--- config.mk ---
export PLATFORM = sky130hd
export DESIGN_NAME = dacc_control
export DESIGN_NICKNAME = d
export VERILOG_FILES = /design/src/logic/dacc_pkg.sv /design/src/logic/dacc_control.sv /design/src/logic/dacc_channel.sv /design/src/logic/dacc_range.sv
export VERILOG_INCLUDE_DIRS = /design/src /design/src/logic
export SDC_FILE = /design/constraint.sdc
export NUM_CORES = 1
export LEC_CHECK = 0
export ABC_CLOCK_PERIOD_IN_PS = 2100
export BUFFER_PORTS_ARGS = -buffer_cell sky130_fd_sc_hd__buf_2
export CORE_ASPECT_RATIO = 0.5
export CORE_MARGIN = 3
export CORE_UTILIZATION = 50
export CTS_BUF_LIST = sky130_fd_sc_hd__clkbuf_16
export CTS_CLUSTER_SIZE = 12
export DETAILED_ROUTE_END_ITERATION = 8
export GPL_TIMING_DRIVEN = 0
export PLACE_DENSITY = 0.84
export SYNTH_ARGS = -nofsm -noshare
export SYNTH_HDL_FRONTEND = slang
export SYNTH_SLANG_ARGS = --single-unit
--- constraint.sdc ---
create_clock -name clk -period 2.1 [get_ports clk]
set_input_delay 0.105 -clock clk [delete_from_list [all_inputs] [get_ports clk]]
set_output_delay 0.105 -clock clk [all_outputs]
set_load 0.02 [all_outputs]
--- src/logic/dacc_cfg.svh ---
// Purpose: Shared offsets, field positions, reset values and range threshold for the converter control
// Assumes: Included by bare name from every design file that needs it
// Notes: Definitions only
`ifndef DACC_CFG_SVH
`define DACC_CFG_SVH

// ----------------------------------------------------------------
// Register offsets
// ----------------------------------------------------------------
`define DACC_ADDR_W 12
`define DACC_OFS_CTRL1 12'h88C
`define DACC_OFS_DATA1 12'h88D
`define DACC_OFS_CTRL2 12'h890
`define DACC_OFS_DATA2 12'h891

// ----------------------------------------------------------------
// Control field positions and masks
// ----------------------------------------------------------------
`define DACC_BIT_EN 7
`define DACC_BIT_RANGE 6
`define DACC_OE_HI 5
`define DACC_OE_LO 4
`define DACC_UPSEL_HI 3
`define DACC_UPSEL_LO 2
`define DACC_BIT_LOSEL 0
`define DACC_MASK_BUF 8'hFD
`define DACC_MASK_NOBUF 8'h8D
`define DACC_OE_PIN1 2'h1
`define DACC_OE_PIN2 2'h2

// ----------------------------------------------------------------
// Reset values and automatic range threshold
// ----------------------------------------------------------------
`define DACC_CTRL_RST 8'h00
`define DACC_DATA_RST 8'h00
`define DACC_AUTO_THRESH 8'h80

`endif

--- src/logic/dacc_pkg.sv ---
// Purpose: Types shared by the converter control modules
// Assumes: Nothing beyond the language
// Notes: Numbers live in dacc_cfg.svh; only types here
package dacc_pkg;

	// Upper reference source encoding
	typedef enum logic [1:0]
	{
		DACC_UP_SUPPLY = 2'h0,
		DACC_UP_EXTREF = 2'h1,
		DACC_UP_FIXBUF2 = 2'h2,
		DACC_UP_AMPOUT = 2'h3
	} dacc_upref_t;

	// Lower reference source encoding
	typedef enum logic
	{
		DACC_LO_GROUND = 1'b0,
		DACC_LO_EXTREF = 1'b1
	} dacc_loref_t;

	// Buffer range choice
	typedef enum logic
	{
		DACC_RANGE_LOW = 1'b0,
		DACC_RANGE_HIGH = 1'b1
	} dacc_range_t;

endpackage : dacc_pkg

--- src/logic/dacc_control.sv ---
// Purpose: Control of two ladder converters, one buffered with pin routing and ranging
// Assumes: Single 50 MHz clock, rst is the device reset, sleep comes from the same clock
// Notes: Registers sit at their printed offsets on a plain strobe port
//
// Summary of operation
// - Converter runs only while its enable bit is set.
// - Code selects one of 2^n ladder levels between the two references.
// - Upper and lower references are selected independently per converter.
// - Range choice applies only to the first converter's buffered output.
// - A configuration bit picks software ranging or automatic ranging.
// - Configuration bit one takes range from the software range bit.
// - Software range bit one selects the high range.
// - Software range bit zero selects the low range.
// - Configuration bit zero derives range from the live code value.
// - Wake from sleep or watchdog wake leaves registers untouched.
// - Reference is switched off during sleep.
// - Device reset clears the enable bit.
// - Device reset disconnects the output from all pins.
// - Device reset clears the code to zero.
// - First converter's buffer can be routed to its output pins.
// - Second converter has no pins or buffer, internal use only.
// - Pin field 01 selects pin one, 10 pin two, else none.
// - Upper select 00..11 supply, ext, fixed buf two, amp; lower ground or ext.
//
// Chosen here: strobed register access and the address map.
`include "dacc_cfg.svh"

module dacc_control #(
	parameter int CODE_W = 8,
	parameter logic [7:0] AUTO_THRESH = `DACC_AUTO_THRESH
)
(
	input wire logic clk,
	input wire logic rst,
	input wire logic sleep,
	input wire logic auto_range_cfg_n,
	input wire logic [`DACC_ADDR_W-1:0] addr,
	input wire logic [7:0] wdata,
	input wire logic wr,
	input wire logic rd,
	output logic [7:0] rdata,
	output logic conv1_en,
	output logic conv2_en,
	output logic ref1_en,
	output logic ref2_en,
	output logic [CODE_W-1:0] level_code1,
	output logic [CODE_W-1:0] level_code2,
	output dacc_pkg::dacc_upref_t upper_ref_select1,
	output dacc_pkg::dacc_loref_t lower_ref_select1,
	output dacc_pkg::dacc_upref_t upper_ref_select2,
	output dacc_pkg::dacc_loref_t lower_ref_select2,
	output dacc_pkg::dacc_range_t buffer_range_select,
	output logic buffer_en,
	output logic [1:0] buffered_out_pins
);

	// ----------------------------------------------------------------
	// Parameter check
	// ----------------------------------------------------------------
	if (CODE_W < 1 || CODE_W > 8)
	begin : g_bad_width
		$error("dacc_control: CODE_W must be 1 to 8");
	end

	// ----------------------------------------------------------------
	// Configuration bit synchroniser
	// ----------------------------------------------------------------
	logic cfg_meta_q;
	logic cfg_sync_q;

	// Config word bit comes from the fuse domain, so it is resynchronised
	always_ff @(posedge clk or posedge rst)
	begin
		if (rst)
		begin
			cfg_meta_q <= 1'b1;
			cfg_sync_q <= 1'b1;
		end
		else
		begin
			cfg_meta_q <= auto_range_cfg_n;
			cfg_sync_q <= cfg_meta_q;
		end
	end

	// ----------------------------------------------------------------
	// Register port decode
	// ----------------------------------------------------------------
	logic wr_ctrl1;
	logic wr_data1;
	logic wr_ctrl2;
	logic wr_data2;

	// One write strobe per register; unmapped writes fall through unused
	assign wr_ctrl1 = wr && addr == `DACC_OFS_CTRL1;
	assign wr_data1 = wr && addr == `DACC_OFS_DATA1;
	assign wr_ctrl2 = wr && addr == `DACC_OFS_CTRL2;
	assign wr_data2 = wr && addr == `DACC_OFS_DATA2;

	// ----------------------------------------------------------------
	// Converter instances
	// ----------------------------------------------------------------
	logic [7:0] ctrl1_q;
	logic [7:0] ctrl2_q;
	logic [CODE_W-1:0] data1_q;
	logic [CODE_W-1:0] data2_q;

	// First converter carries the buffer and pin fields
	dacc_channel #(
		.HAS_BUF(1'b1),
		.CODE_W(CODE_W)
	) u_conv1 (
		.clk(clk),
		.rst(rst),
		.sleep(sleep),
		.ctrl_wr(wr_ctrl1),
		.data_wr(wr_data1),
		.wdata(wdata),
		.ctrl_q(ctrl1_q),
		.data_q(data1_q),
		.tap_q(level_code1),
		.ref_en_q(ref1_en)
	);

	// Second converter feeds internal selectors only, so its pin bits stay zero
	dacc_channel #(
		.HAS_BUF(1'b0),
		.CODE_W(CODE_W)
	) u_conv2 (
		.clk(clk),
		.rst(rst),
		.sleep(sleep),
		.ctrl_wr(wr_ctrl2),
		.data_wr(wr_data2),
		.wdata(wdata),
		.ctrl_q(ctrl2_q),
		.data_q(data2_q),
		.tap_q(level_code2),
		.ref_en_q(ref2_en)
	);

	// ----------------------------------------------------------------
	// Enables and reference selection
	// ----------------------------------------------------------------
	// Straight from the control registers, which are flip-flops
	assign conv1_en = ctrl1_q[`DACC_BIT_EN];
	assign conv2_en = ctrl2_q[`DACC_BIT_EN];
	assign upper_ref_select1 = dacc_pkg::dacc_upref_t'(ctrl1_q[`DACC_UPSEL_HI:`DACC_UPSEL_LO]);
	assign lower_ref_select1 = dacc_pkg::dacc_loref_t'(ctrl1_q[`DACC_BIT_LOSEL]);
	assign upper_ref_select2 = dacc_pkg::dacc_upref_t'(ctrl2_q[`DACC_UPSEL_HI:`DACC_UPSEL_LO]);
	assign lower_ref_select2 = dacc_pkg::dacc_loref_t'(ctrl2_q[`DACC_BIT_LOSEL]);

	// ----------------------------------------------------------------
	// Buffer range for the first converter
	// ----------------------------------------------------------------
	// Watches the code register itself so a new code retunes the buffer
	dacc_range #(
		.CODE_W(CODE_W),
		.THRESH(AUTO_THRESH)
	) u_range (
		.clk(clk),
		.rst(rst),
		.auto_range_cfg_n(cfg_sync_q),
		.soft_range(ctrl1_q[`DACC_BIT_RANGE]),
		.code(data1_q),
		.range_q(buffer_range_select)
	);

	// ----------------------------------------------------------------
	// Buffered output and pin routing
	// ----------------------------------------------------------------
	logic [1:0] pins_d;

	// Codes 00 and 11 both leave the pins floating, so only one pin at a time
	always_comb
	begin
		pins_d = 2'h0;
		if (ctrl1_q[`DACC_BIT_EN])
		begin
			unique case (ctrl1_q[`DACC_OE_HI:`DACC_OE_LO])
				`DACC_OE_PIN1: pins_d = 2'h1;
				`DACC_OE_PIN2: pins_d = 2'h2;
				default: pins_d = 2'h0;
			endcase
		end
	end

	// Pins released during sleep too, as the reference behind them is off
	always_ff @(posedge clk or posedge rst)
	begin
		if (rst)
		begin
			buffered_out_pins <= 2'h0;
			buffer_en <= 1'b0;
		end
		else
		begin
			buffered_out_pins <= sleep ? 2'h0 : pins_d;
			buffer_en <= ctrl1_q[`DACC_BIT_EN] & ~sleep;
		end
	end

	// ----------------------------------------------------------------
	// Read data
	// ----------------------------------------------------------------
	// Registered one cycle after the read strobe; unmapped offsets read zero
	always_ff @(posedge clk or posedge rst)
	begin
		if (rst)
			rdata <= 8'h00;
		else if (rd)
		begin
			unique case (addr)
				`DACC_OFS_CTRL1: rdata <= ctrl1_q;
				`DACC_OFS_DATA1: rdata <= 8'(data1_q);
				`DACC_OFS_CTRL2: rdata <= ctrl2_q;
				`DACC_OFS_DATA2: rdata <= 8'(data2_q);
				default: rdata <= 8'h00;
			endcase
		end
		else
			rdata <= 8'h00;
	end
endmodule : dacc_control

--- src/logic/dacc_channel.sv ---
// Purpose: One converter instance: control and code registers, ladder tap, reference enable
// Assumes: Write strobes already decoded by the parent on the same clock
// Notes: Only the device reset clears state; wake events leave it alone
`include "dacc_cfg.svh"

module dacc_channel #(
	parameter bit HAS_BUF = 1'b1,
	parameter int CODE_W = 8
)
(
	input wire logic clk,
	input wire logic rst,
	input wire logic sleep,
	input wire logic ctrl_wr,
	input wire logic data_wr,
	input wire logic [7:0] wdata,
	output logic [7:0] ctrl_q,
	output logic [CODE_W-1:0] data_q,
	output logic [CODE_W-1:0] tap_q,
	output logic ref_en_q
);

	// ----------------------------------------------------------------
	// Parameter check
	// ----------------------------------------------------------------
	if (CODE_W < 1 || CODE_W > 8)
	begin : g_bad_width
		$error("dacc_channel: CODE_W must be 1 to 8");
	end

	localparam logic [7:0] CtrlMask = HAS_BUF ? `DACC_MASK_BUF : `DACC_MASK_NOBUF;

	// Control register; unused bits held at zero so they read back as zero
	always_ff @(posedge clk or posedge rst)
	begin
		if (rst)
			ctrl_q <= `DACC_CTRL_RST;
		else if (ctrl_wr)
			ctrl_q <= wdata & CtrlMask;
	end

	// Code register
	always_ff @(posedge clk or posedge rst)
	begin
		if (rst)
			data_q <= CODE_W'(`DACC_DATA_RST);
		else if (data_wr)
			data_q <= wdata[CODE_W-1:0];
	end

	// Ladder tap follows the code one clock later, parked at zero while off
	always_ff @(posedge clk or posedge rst)
	begin
		if (rst)
			tap_q <= '0;
		else if (ctrl_q[`DACC_BIT_EN])
			tap_q <= data_q;
		else
			tap_q <= '0;
	end

	// Reference powered only while enabled and awake, back on after wake
	always_ff @(posedge clk or posedge rst)
	begin
		if (rst)
			ref_en_q <= 1'b0;
		else
			ref_en_q <= ctrl_q[`DACC_BIT_EN] & ~sleep;
	end

endmodule : dacc_channel

--- src/logic/dacc_range.sv ---
// Purpose: Buffer range decision, software or automatic from the code
// Assumes: Config bit already synchronised; code is the live code register
// Notes: Automatic mode picks high range at or above the threshold
`include "dacc_cfg.svh"

module dacc_range #(
	parameter int CODE_W = 8,
	parameter logic [7:0] THRESH = `DACC_AUTO_THRESH
)
(
	input wire logic clk,
	input wire logic rst,
	input wire logic auto_range_cfg_n,
	input wire logic soft_range,
	input wire logic [CODE_W-1:0] code,
	output dacc_pkg::dacc_range_t range_q
);

	if (CODE_W < 1 || CODE_W > 8)
	begin : g_bad_width
		$error("dacc_range: CODE_W must be 1 to 8");
	end

	// Compare in the top bits so a narrower code scales the same threshold
	logic auto_high;
	assign auto_high = code >= THRESH[7 -: CODE_W];

	// Config one means software decides, zero means hardware decides
	always_ff @(posedge clk or posedge rst)
	begin
		if (rst)
			range_q <= dacc_pkg::DACC_RANGE_LOW;
		else if (auto_range_cfg_n)
			range_q <= dacc_pkg::dacc_range_t'(soft_range);
		else
			range_q <= dacc_pkg::dacc_range_t'(auto_high);
	end

endmodule : dacc_range

### After elaboration in Yosys (flattened, before gate mapping)

Index checks and enable logic that the tools add are counted.

| word-level totals | value |
|---|---|
| register bits after elaboration | 58 |

| operators by class | value |
|---|---|
| magnitude comparators | 1 |
| equal/unequal tests | 6 |
| muxes and demuxes | 8 |
| bitwise logic cells | 3 |
| reductions and logical operators | 4 |

Operator list:

| kind | number |
|---|---|
| 12-bit == test, second input constant | 4 |
| 8-bit one-hot mux with 4 select lines | 1 |
| 8-bit 2-to-1 mux | 3 |
| 8-bit >= comparator, second input constant | 1 |
| 1-bit logical AND | 4 |
| 2-bit 2-to-1 mux | 2 |
| 2-bit one-hot mux with 2 select lines | 1 |
| 1-bit bitwise AND | 2 |
| 2-bit by 1-bit == test with 1-bit output, second input constant | 1 |
| 2-bit == test, second input constant | 1 |
| 1-bit 2-to-1 mux | 1 |
| 1-bit inverter | 1 |

### Logic depth before layout (Yosys ltp)

Gate-level depths: netlist of run 1.

| logic depth | value |
|---|---|
| word-level depth | 4 |
| depth in mapped cells | 5 |
| depth with buffers taken out | 3 |

### Cells and area by module

Synthesis of run 1 repeated with hierarchy kept, for this count alone.

| second synthesis, totals | value |
|---|---|
| cell total of the unflattened synthesis | 169 |
| area, all modules | 2489.9 um^2 |

By module, submodules not included:

| module | times used | cells an instance | area each (um^2) | sequential area each (um^2) |
|---|---|---|---|---|
| dacc_channel at u_conv1 | 1 | 53 | 919.6 | 600.6 |
| dacc_channel at u_conv2 | 1 | 49 | 795.8 | 525.5 |
| dacc_control | 1 | 64 | 730.7 | 327.8 |
| dacc_range | 1 | 3 | 43.8 | 25.0 |

### Least setup slack after synthesis of run 1

No wires, ideal clock.

| path | value |
|---|---|
| kind | input port to flip-flop |
| from | input addr[9] |
| to | register u_conv2.data_q[0] |
| data arrival time | 1277 ps |
| required time | 1975 ps |
| slack | 698 ps |
| cell stages on the path | 5 |
| cells stage by stage | nor4b_1 > buf_2 > and4_1 > buf_4 > mux2_2 |

| on the way | value |
|---|---|
| word-level cells in the longest chain between the ends | 2 |

Ends and longest elaborated chain:

| element | RTL line | RTL |
|---|---|---|
| start, declared | dacc_control.sv:37 | `` input wire logic [`DACC_ADDR_W-1:0] addr, `` |
| 12-bit == test | - |  |
| 1-bit logical AND (no line) | - |  |
| end signal, assigned | dacc_channel.sv:46 | `` data_q <= CODE_W'(`DACC_DATA_RST); `` |
| end signal, assigned | dacc_channel.sv:48 | `data_q <= wdata[CODE_W-1:0];` |
| end, declared | dacc_channel.sv:18 | `output logic [CODE_W-1:0] data_q,` |

Every way passes these cells.
A chain may end at the register's enable or synchronous reset.

### Worst setup path after layout of run 1

| path | value |
|---|---|
| from | input addr[9] |
| to | register u_conv2.data_q[5] |

The elaborated chain is that of the path after synthesis.

==> results of run 1 <==
-- cell type report --
cell class / count / share of cell area (%)
plain buffers: 14 / 2.45
clock buffers: 9 / 7.34
clock inverters: 7 / 0.979
inverters: 1 / 0.122
multi-input cells: 97 / 27.2
flip-flops and latches: 58 / 47.4
well taps: 63 / 2.57
repair buffers: 66 / 12.0
-- critical path: stages --
cell and delay, ns:
buf_2 0.10, nor4b_1 0.42, buf_2 0.30, and4_1 0.20, buf_4 0.18, mux2_2 0.35
-- cell usage in the layout, fill, tap and decap left out, drive strengths merged --
cell type,synthesis,routed
a21oi,7,7
mux2,39,39
nand4,16,16
clkbuf,5,14
nand2,1,1
clkinv,0,4
dfstp,2,2
inv,1,4
and2,20,20
nor3b,1,1
nor2b,3,3
dfrtp,56,56
buf,9,72
and4,2,2
a22oi,1,1
nor4b,2,2
nor3,1,1
o2111ai,1,1
and3b,3,3
dlygate4sd3,0,3
-- kinds of logic (layout without fill, tap and decap cells) --
logic type	count (synthesis)	after routing	synth area share [%]
flip-flops	58	58	61.4
AND/OR/NAND/NOR	49	49	14.5
multiplexers	39	39	18.6
buffers and inverters	15	97	3.33
AO/OA/AOI/OAI	9	9	2.17
-- state kept, by name (all words and copies together) (netlist names) --
signal,count
u_conv2.ref_en_q,1
cfg_sync_q,1
buffered_out_pins,2
u_conv2.data_q,8
u_range.range_q,1
u_conv1.data_q,8
u_conv2.ctrl_q,4
u_conv1.tap_q,8
rdata,8
u_conv1.ctrl_q,7
u_conv1.ref_en_q,1
u_conv2.tap_q,8
cfg_meta_q,1
-- power by group through the flow --
stage | registers [W] | clock network (W) | logic (W)
after global routing | 0.00113 | 0.00131 | 0.000108
after global placement | 0.00115 | 0 | 0.0000827
after CTS | 0.00113 | 0.00125 | 0.0000984
final | 0.00113 | 0.00123 | 0.0000976
after detailed placement | 0.00115 | 0 | 0.0000934
after floorplan | 0.00115 | 0 | 0.0000432
-- worst max-delay path by stage --
stage,slack [ns],depth (start not counted),to
finish,0.65,6,u_conv2.data_q[5]
global route,0.49,5,u_conv1.ctrl_q[5]
CTS,0.65,6,u_conv2.data_q[5]
detailed placement,0.40,5,u_conv1.ctrl_q[5]
global placement,0.004,2,u_conv1.data_q[2]
floorplan,0.57,1,buffered_out_pins[0]
-- stage by stage --
step | cells | area [um2] | total power, W | hold slack, ns | utilization, %
after global placement | 295 | 2760 | 0.00123 | 0.210 | 65.2
after CTS | 315 | 3070 | 0.00248 | 0.0190 | 72.6
after floorplan | 170 | 2370 | 0.00119 | 0.109 | -
after detailed placement | 296 | 2780 | 0.00124 | 0.214 | 65.9
after global routing | 315 | 3070 | 0.00255 | 0.0405 | 72.6
final | 315 | 3070 | 0.00246 | 0.0313 | 72.6
-- repair_timing --
action	in CTS	in global routing
hold buffers	3	0
setup buffers	0	0
resized for setup	0	0
endpoints found under the hold margin	35	0
-- metal layers --
layer,track usage (%),vias up
met3,7.25,13
met1,26.4,830
met5,0,-
met4,12.3,0
li1,-,760
met2,34.1,70
==> results by group, run 1 <==
Status
  – Status: finished clean

Finish
  – Ant diodes: 0
  – Multi-input logic area: about 830 um2
  – Area growth from synthesis to layout: 29.7%
  – Share of layout cells above drive strength 1: about half
  – Fillcell total: 293
  – Final nets: between 200 and 300
  – Register Area: approximately 1500 um2

Yosys
  – Sequential area share after synthesis: about 61%
  – Synthesized area: roughly 2400 um2
  – Ys async rst share: 100%
  – Top area cells in the synthesized netlist: dfrtp_1 (59%), mux2_2 (19%), and2_1 (5.3%)
  – EDFF count, synth: 0
  – Number of synthesized register bits: 58
  – Synth Instances: 170
  – Post-Syn Area per Cell: 13.9 um2
  – Main flop type after synthesis: dfrtp_1
  – Syn_nets: a little under 200
  – Yosys top cell by area: dfrtp_1
  – Yosys top cell area share: between 50% and 60%
  – Most frequent cell after synthesis: dfrtp_1
  – Post-synth top cells: dfrtp_1 (56), mux2_2 (39), and2_1 (20)
  – Synth warnings: 0
  – Library cells used by synthesis: 22

Pwr
  – Power density of the placed cells: ~800 nW/um2
  – Clock power frac: ~50%
  – Comb pwr share: approximately 4.0%
  – Leakage: around 1.7 nW
  – Net Sw Frac: a little over a fifth
  – Internal power: 0.00194 W
  – Register share of total power: around 46%
  – Peak VDD IR: between 0.4 and 0.5 mV
  – Net Switching: around 0.00052 W

Timing
  – Crit share post-route: 69.1%
  – Worst Clk Skew: roughly 0.0028 ns
  – Worst slew pin tran: about 0.76 ns
  – Final setup viols: 0
  – Min Tclk post-route: between 1 and 1.5 ns
  – Hold Vio Cnt, Final: 0
  – Setup TNS: 0 ns
  – RSZ-0062 raised after global routing: false
  – Max-slew violation count: 0
  – Max Fclk: between 600 and 700 MHz
  – Relative slew slack: 49.2%
  – Worst setup margin: between 0.6 and 0.7 ns

Clock network
  – CTS buffer count: 9
  – Clock tree buffer depth: 2
  – H-tree Lvls: 3
  – CTS tree: yes
  – Clock Latency Late Sink: roughly 0.32 ns
  – CTS clock-pin slew for the worst setup and hold paths: roughly 0.050 ns
  – Clock Sinks: 58
  – Root Buffer: clkbuf_16

Place
  – Gpl congestion: ~0.8
  – Hpwl dp: 3.55 mm
  – IO Port Bufs: 62
  – Dpl ws: between 0.4 and 0.5 ns

Hold path
  – Hold path start: wdata[1]
  – Min-delay worst type: in -> reg
  – Cells on Worst Hold Path: 2
  – Hold Path Sink: u_conv2.data_q[1]

Detailed routing
  – Initial drt markers: 106
  – First-pass DRT Iterations: 4
  – Met2 WL: between 2 and 3 mm
  – Routed WL per cell: between 15 and 20 um
  – DR WL met3: roughly 360 um
  – DR vias: between 1500 and 2000
  – Drt drc: 0
  – Drt total wl: roughly 5.2 mm
  – Met1 WL: about 2.2 mm
  – Drt via density: ~5.3
  – Antenna Violating Nets Remaining: 0
  – Highest metal used: met4

Setup path
  – Crit. End Element: flip-flop
  – Crit path DAT: about 1.7 ns
  – Reg2reg start: u_conv1.ctrl_q[7]
  – Reg2Reg Capture Point: buffered_out_pins[1]
  – Startpoint types: input port
  – Req. time, crit path: 2.30 ns
  – CP Max Fanout: 10
  – Crit path from: addr[9]
  – Reg2Reg Setup Slack: around 0.86 ns
  – Crit Path Class: in -> reg
  – Worst Reg-to-Reg Cells: 3

Global route
  – Number of global-route vias before repair: between 1500 and 2000
  – First-pass GRT wire length: about 8.5 mm
  – Total track usage: 21.6%
  – Initial antenna violation count: 0
  – Pin count of the biggest net entering global routing: 36
  – Gr ovfl total: 0

Floorplan
  – IO Count: 64
  – Die area: about 5600 um2
  – Core box area: roughly 4200 um2
  – Die extent in y: between 50 and 60 um
  – Die X: 103 um
  – Row cnt: 16
  – Initial Util: between 50% and 60%

Run
  – Max Cap Viol: 0
No activity file was read; power rests on OpenSTA's default activity.
==> inputs of run 2 (changes only) <==
--- a/config.mk
+++ b/config.mk
@@ -6,7 +6,7 @@
 export SDC_FILE = /design/constraint.sdc
 export NUM_CORES = 1
 export LEC_CHECK = 0
-export ABC_CLOCK_PERIOD_IN_PS = 2100
+export ABC_CLOCK_PERIOD_IN_PS = 1500
 export BUFFER_PORTS_ARGS = -buffer_cell sky130_fd_sc_hd__buf_2
 export CORE_ASPECT_RATIO = 0.5
 export CORE_MARGIN = 3
==> constraint.sdc (replaced) <==
create_clock -name clk -period 1.5 [get_ports clk]
set_input_delay 0.075 -clock clk [delete_from_list [all_inputs] [get_ports clk]]
set_output_delay 0.075 -clock clk [all_outputs]
set_load 0.02 [all_outputs]
==> run 2 against run 1 <==
Against the previous run:
- power is 40% higher
- critical path depth down 1
- combinational power is 43% higher
- die area is the same
- cell count grew 0.32%
- global-route usage barely moved
- sequential share of layout area shrank 0.27 points
- register-to-register slack got worse by 0.61 ns
- non-clock buffer count up 1
- flip-flop and latch count stayed put
- largest cell class unchanged
- final area increased by 0.57%
==> results by group, run 2 (synthesized netlist as in run 1, its figures left out) <==
Detailed routing
  – Routed WL per cell: roughly 17 um
  – Antenna Violating Nets Remaining: 0
  – Drt via density: ~5.4
  – First-pass DRT Iterations: 4
  – Drt drc: 0
  – Drt total wl: roughly 5.3 mm
  – Initial drt markers: 84
  – DR vias: approximately 1700

Pwr
  – Clock power frac: between 50% and 60%
  – Register share of total power: between 40% and 50%
  – Net Sw Frac: 21.4%
  – Peak VDD IR: ~0.66 mV
  – Net Switching: 0.000737 W
  – Internal power: between 0.002 and 0.003 W
  – Power density of the placed cells: ~1100 nW/um2
  – Comb pwr share: around 4%
  – Leakage: roughly 1.7 nW

Setup path
  – Worst Reg-to-Reg Cells: 3
  – Reg2Reg Setup Slack: between 0.2 and 0.3 ns
  – Crit path from: addr[1]
  – Reg2reg start: u_conv1.ctrl_q[7]
  – Crit. End Element: flip-flop
  – CP Max Fanout: 10
  – Worst path slowest cell: nor4b_4
  – Crit path DAT: between 1.5 and 2 ns
  – Worst path max stage delay: between 0.5 and 0.6 ns
  – Req. time, crit path: approximately 1.7 ns
  – Buffers & Inverters on Critical Path: 2
  – Crit Path Class: in -> reg
  – Startpoint types: input port
  – Worst-path cell chain: buf_2 -> nor4b_4 -> and4_1 -> buf_4 -> mux2_2
  – Reg2Reg Capture Point: buffered_out_pins[1]
  – Delay-heaviest family, CP: simple AND/OR/NAND/NOR gates

Global route
  – Pin count of the biggest net entering global routing: 36
  – Number of global-route vias before repair: around 1700
  – First-pass GRT wire length: between 8 and 9 mm
  – Initial antenna violation count: 0
  – Gr ovfl total: 0
  – Total track usage: a little over a fifth

Floorplan
  – Die X: 103 um
  – Die extent in y: about 55 um
  – Core box area: roughly 4200 um2
  – Row cnt: 16
  – Initial Util: a little under three fifths
  – IO Count: 64
  – Die area: between 5000 and 6000 um2

Finish
  – Most common cell after layout, fill and taps aside: buf_2
  – Final nets: approximately 270
  – Final Util: about 73%
  – Fillcell total: between 200 and 300
  – Ant diodes: 0
  – Area growth from synthesis to layout: 30.4%
  – Register Area: roughly 1500 um2
  – Multi-input logic area: 840 um2
  – Most frequent cells in the layout: buf_2 (65), dfrtp_1 (56), mux2_2 (39), and2_1 (20), nand4_1 (15)
  – Share of layout cells above drive strength 1: approximately 51%
  – Fin area: ~3100 um2

Clock network
  – Post-CTS setup buffer count: 0
  – H-tree Lvls: 3
  – CTS buffer count: 9
  – Root Buffer: clkbuf_16
  – Clock Latency Late Sink: 0.32 ns
  – CTS tree: yes
  – Clock Sinks: between 50 and 60
  – CTS clock-pin slew for the worst setup and hold paths: 0.05 ns
  – Clock tree buffer depth: 2

Run
  – Max Cap Viol: 0

Place
  – IO Port Bufs: 62
  – Hpwl dp: 3.55 mm
  – Area after DPL: approximately 2800 um2
  – Gpl congestion: slightly below 0.8

Hold path
  – Hold path start: wdata[6]
  – Cells on Worst Hold Path: 2
  – Min-delay worst type: in -> reg
  – Hold Path Sink: u_conv2.data_q[6]

Timing
  – Worst Clk Skew: between 0.003 and 0.004 ns
  – RSZ-0062 raised after global routing: false
  – Max-slew violation count: 0
  – Final setup viols: 0
  – Max Fclk: between 700 and 800 MHz
  – Worst slew pin tran: approximately 0.76 ns
  – Crit share post-route: 91.9%
  – Min Tclk post-route: around 1.4 ns
  – Relative slew slack: roughly half
  – Hold Vio Cnt, Final: 0

Status
  – Status: finished clean
## run 2: power groups by stage
stage          sequential, W  combinational (W)  clock [W]
2_1_floorplan        0.00160          0.0000605          0
6_report             0.00158           0.000140    0.00173
3_5_place_dp         0.00160           0.000131          0
5_1_grt              0.00158           0.000156    0.00184
3_3_place_gp         0.00160           0.000116          0
4_1_cts              0.00158           0.000140    0.00175
## run 2: layer usage
metal	share of wire (%)	vias to the layer above	wire length (um)	track usage, %
li1	-	764	-	-
met1	41	838	2150	26.5
met2	48	74	2550	34.1
met3	8.0	18	419	7.25
met4	2.6	0	138	12.3
met5	0	-	0	0
## run 2: what timing repair did
item	4_1_cts	5_1_grt
gates resized for setup	0	3
setup endpoints to repair	0	18
endpoints found under the hold margin	37	0
hold buffers	4	0
## run 2: area by class of cell
| type | instances | area share [%] |
|---|---|---|
| Clock buffer | 9 | 7.30 |
| Inverter | 1 | 0.122 |
| Timing Repair Buffer | 67 | 12.2 |
| Clock inverter | 7 | 0.973 |
| Buffer | 14 | 2.47 |
| Multi-Input combinational cell | 97 | 27.2 |
| Sequential cell | 58 | 47.1 |
| Tap cell | 63 | 2.55 |
## run 2: through the flow
stage / worst slack, ns / hold slack (ns) / power, W / TNS, ns / cells
after detailed placement: -0.170 / 0.184 / 0.00174 / -4.26 / 296
after CTS: 0.0849 / 0.0108 / 0.00347 / 0 / 316
after floorplan: 0.000322 / 0.0795 / 0.00167 / 0 / 170
final: 0.122 / 0.0155 / 0.00345 / 0 / 316
after global routing: 0.00143 / 0.0244 / 0.00357 / 0 / 316
after global placement: -0.566 / 0.180 / 0.00172 / -34.94 / 295
## run 2: worst max-delay path by stage
stage | to | slack [ns] | depth (start not counted)
3_3_place_gp | u_conv1.data_q[2] | -0.57 | 2
3_5_place_dp | u_conv1.ctrl_q[5] | -0.17 | 5
4_1_cts | u_conv2.data_q[5] | 0.08 | 6
6_report | u_conv1.data_q[1] | 0.12 | 5
2_1_floorplan | buffered_out_pins[0] | 0.0003 | 1
5_1_grt | rdata[1] | 0.001 | 5
## run 2: worst reg2reg max path, cell delays in order (launching register included)
cell and delay [ns]:
dfrtp_1 0.38, clkbuf_1 0.39, nor2b_1 0.24, and3b_1 0.17
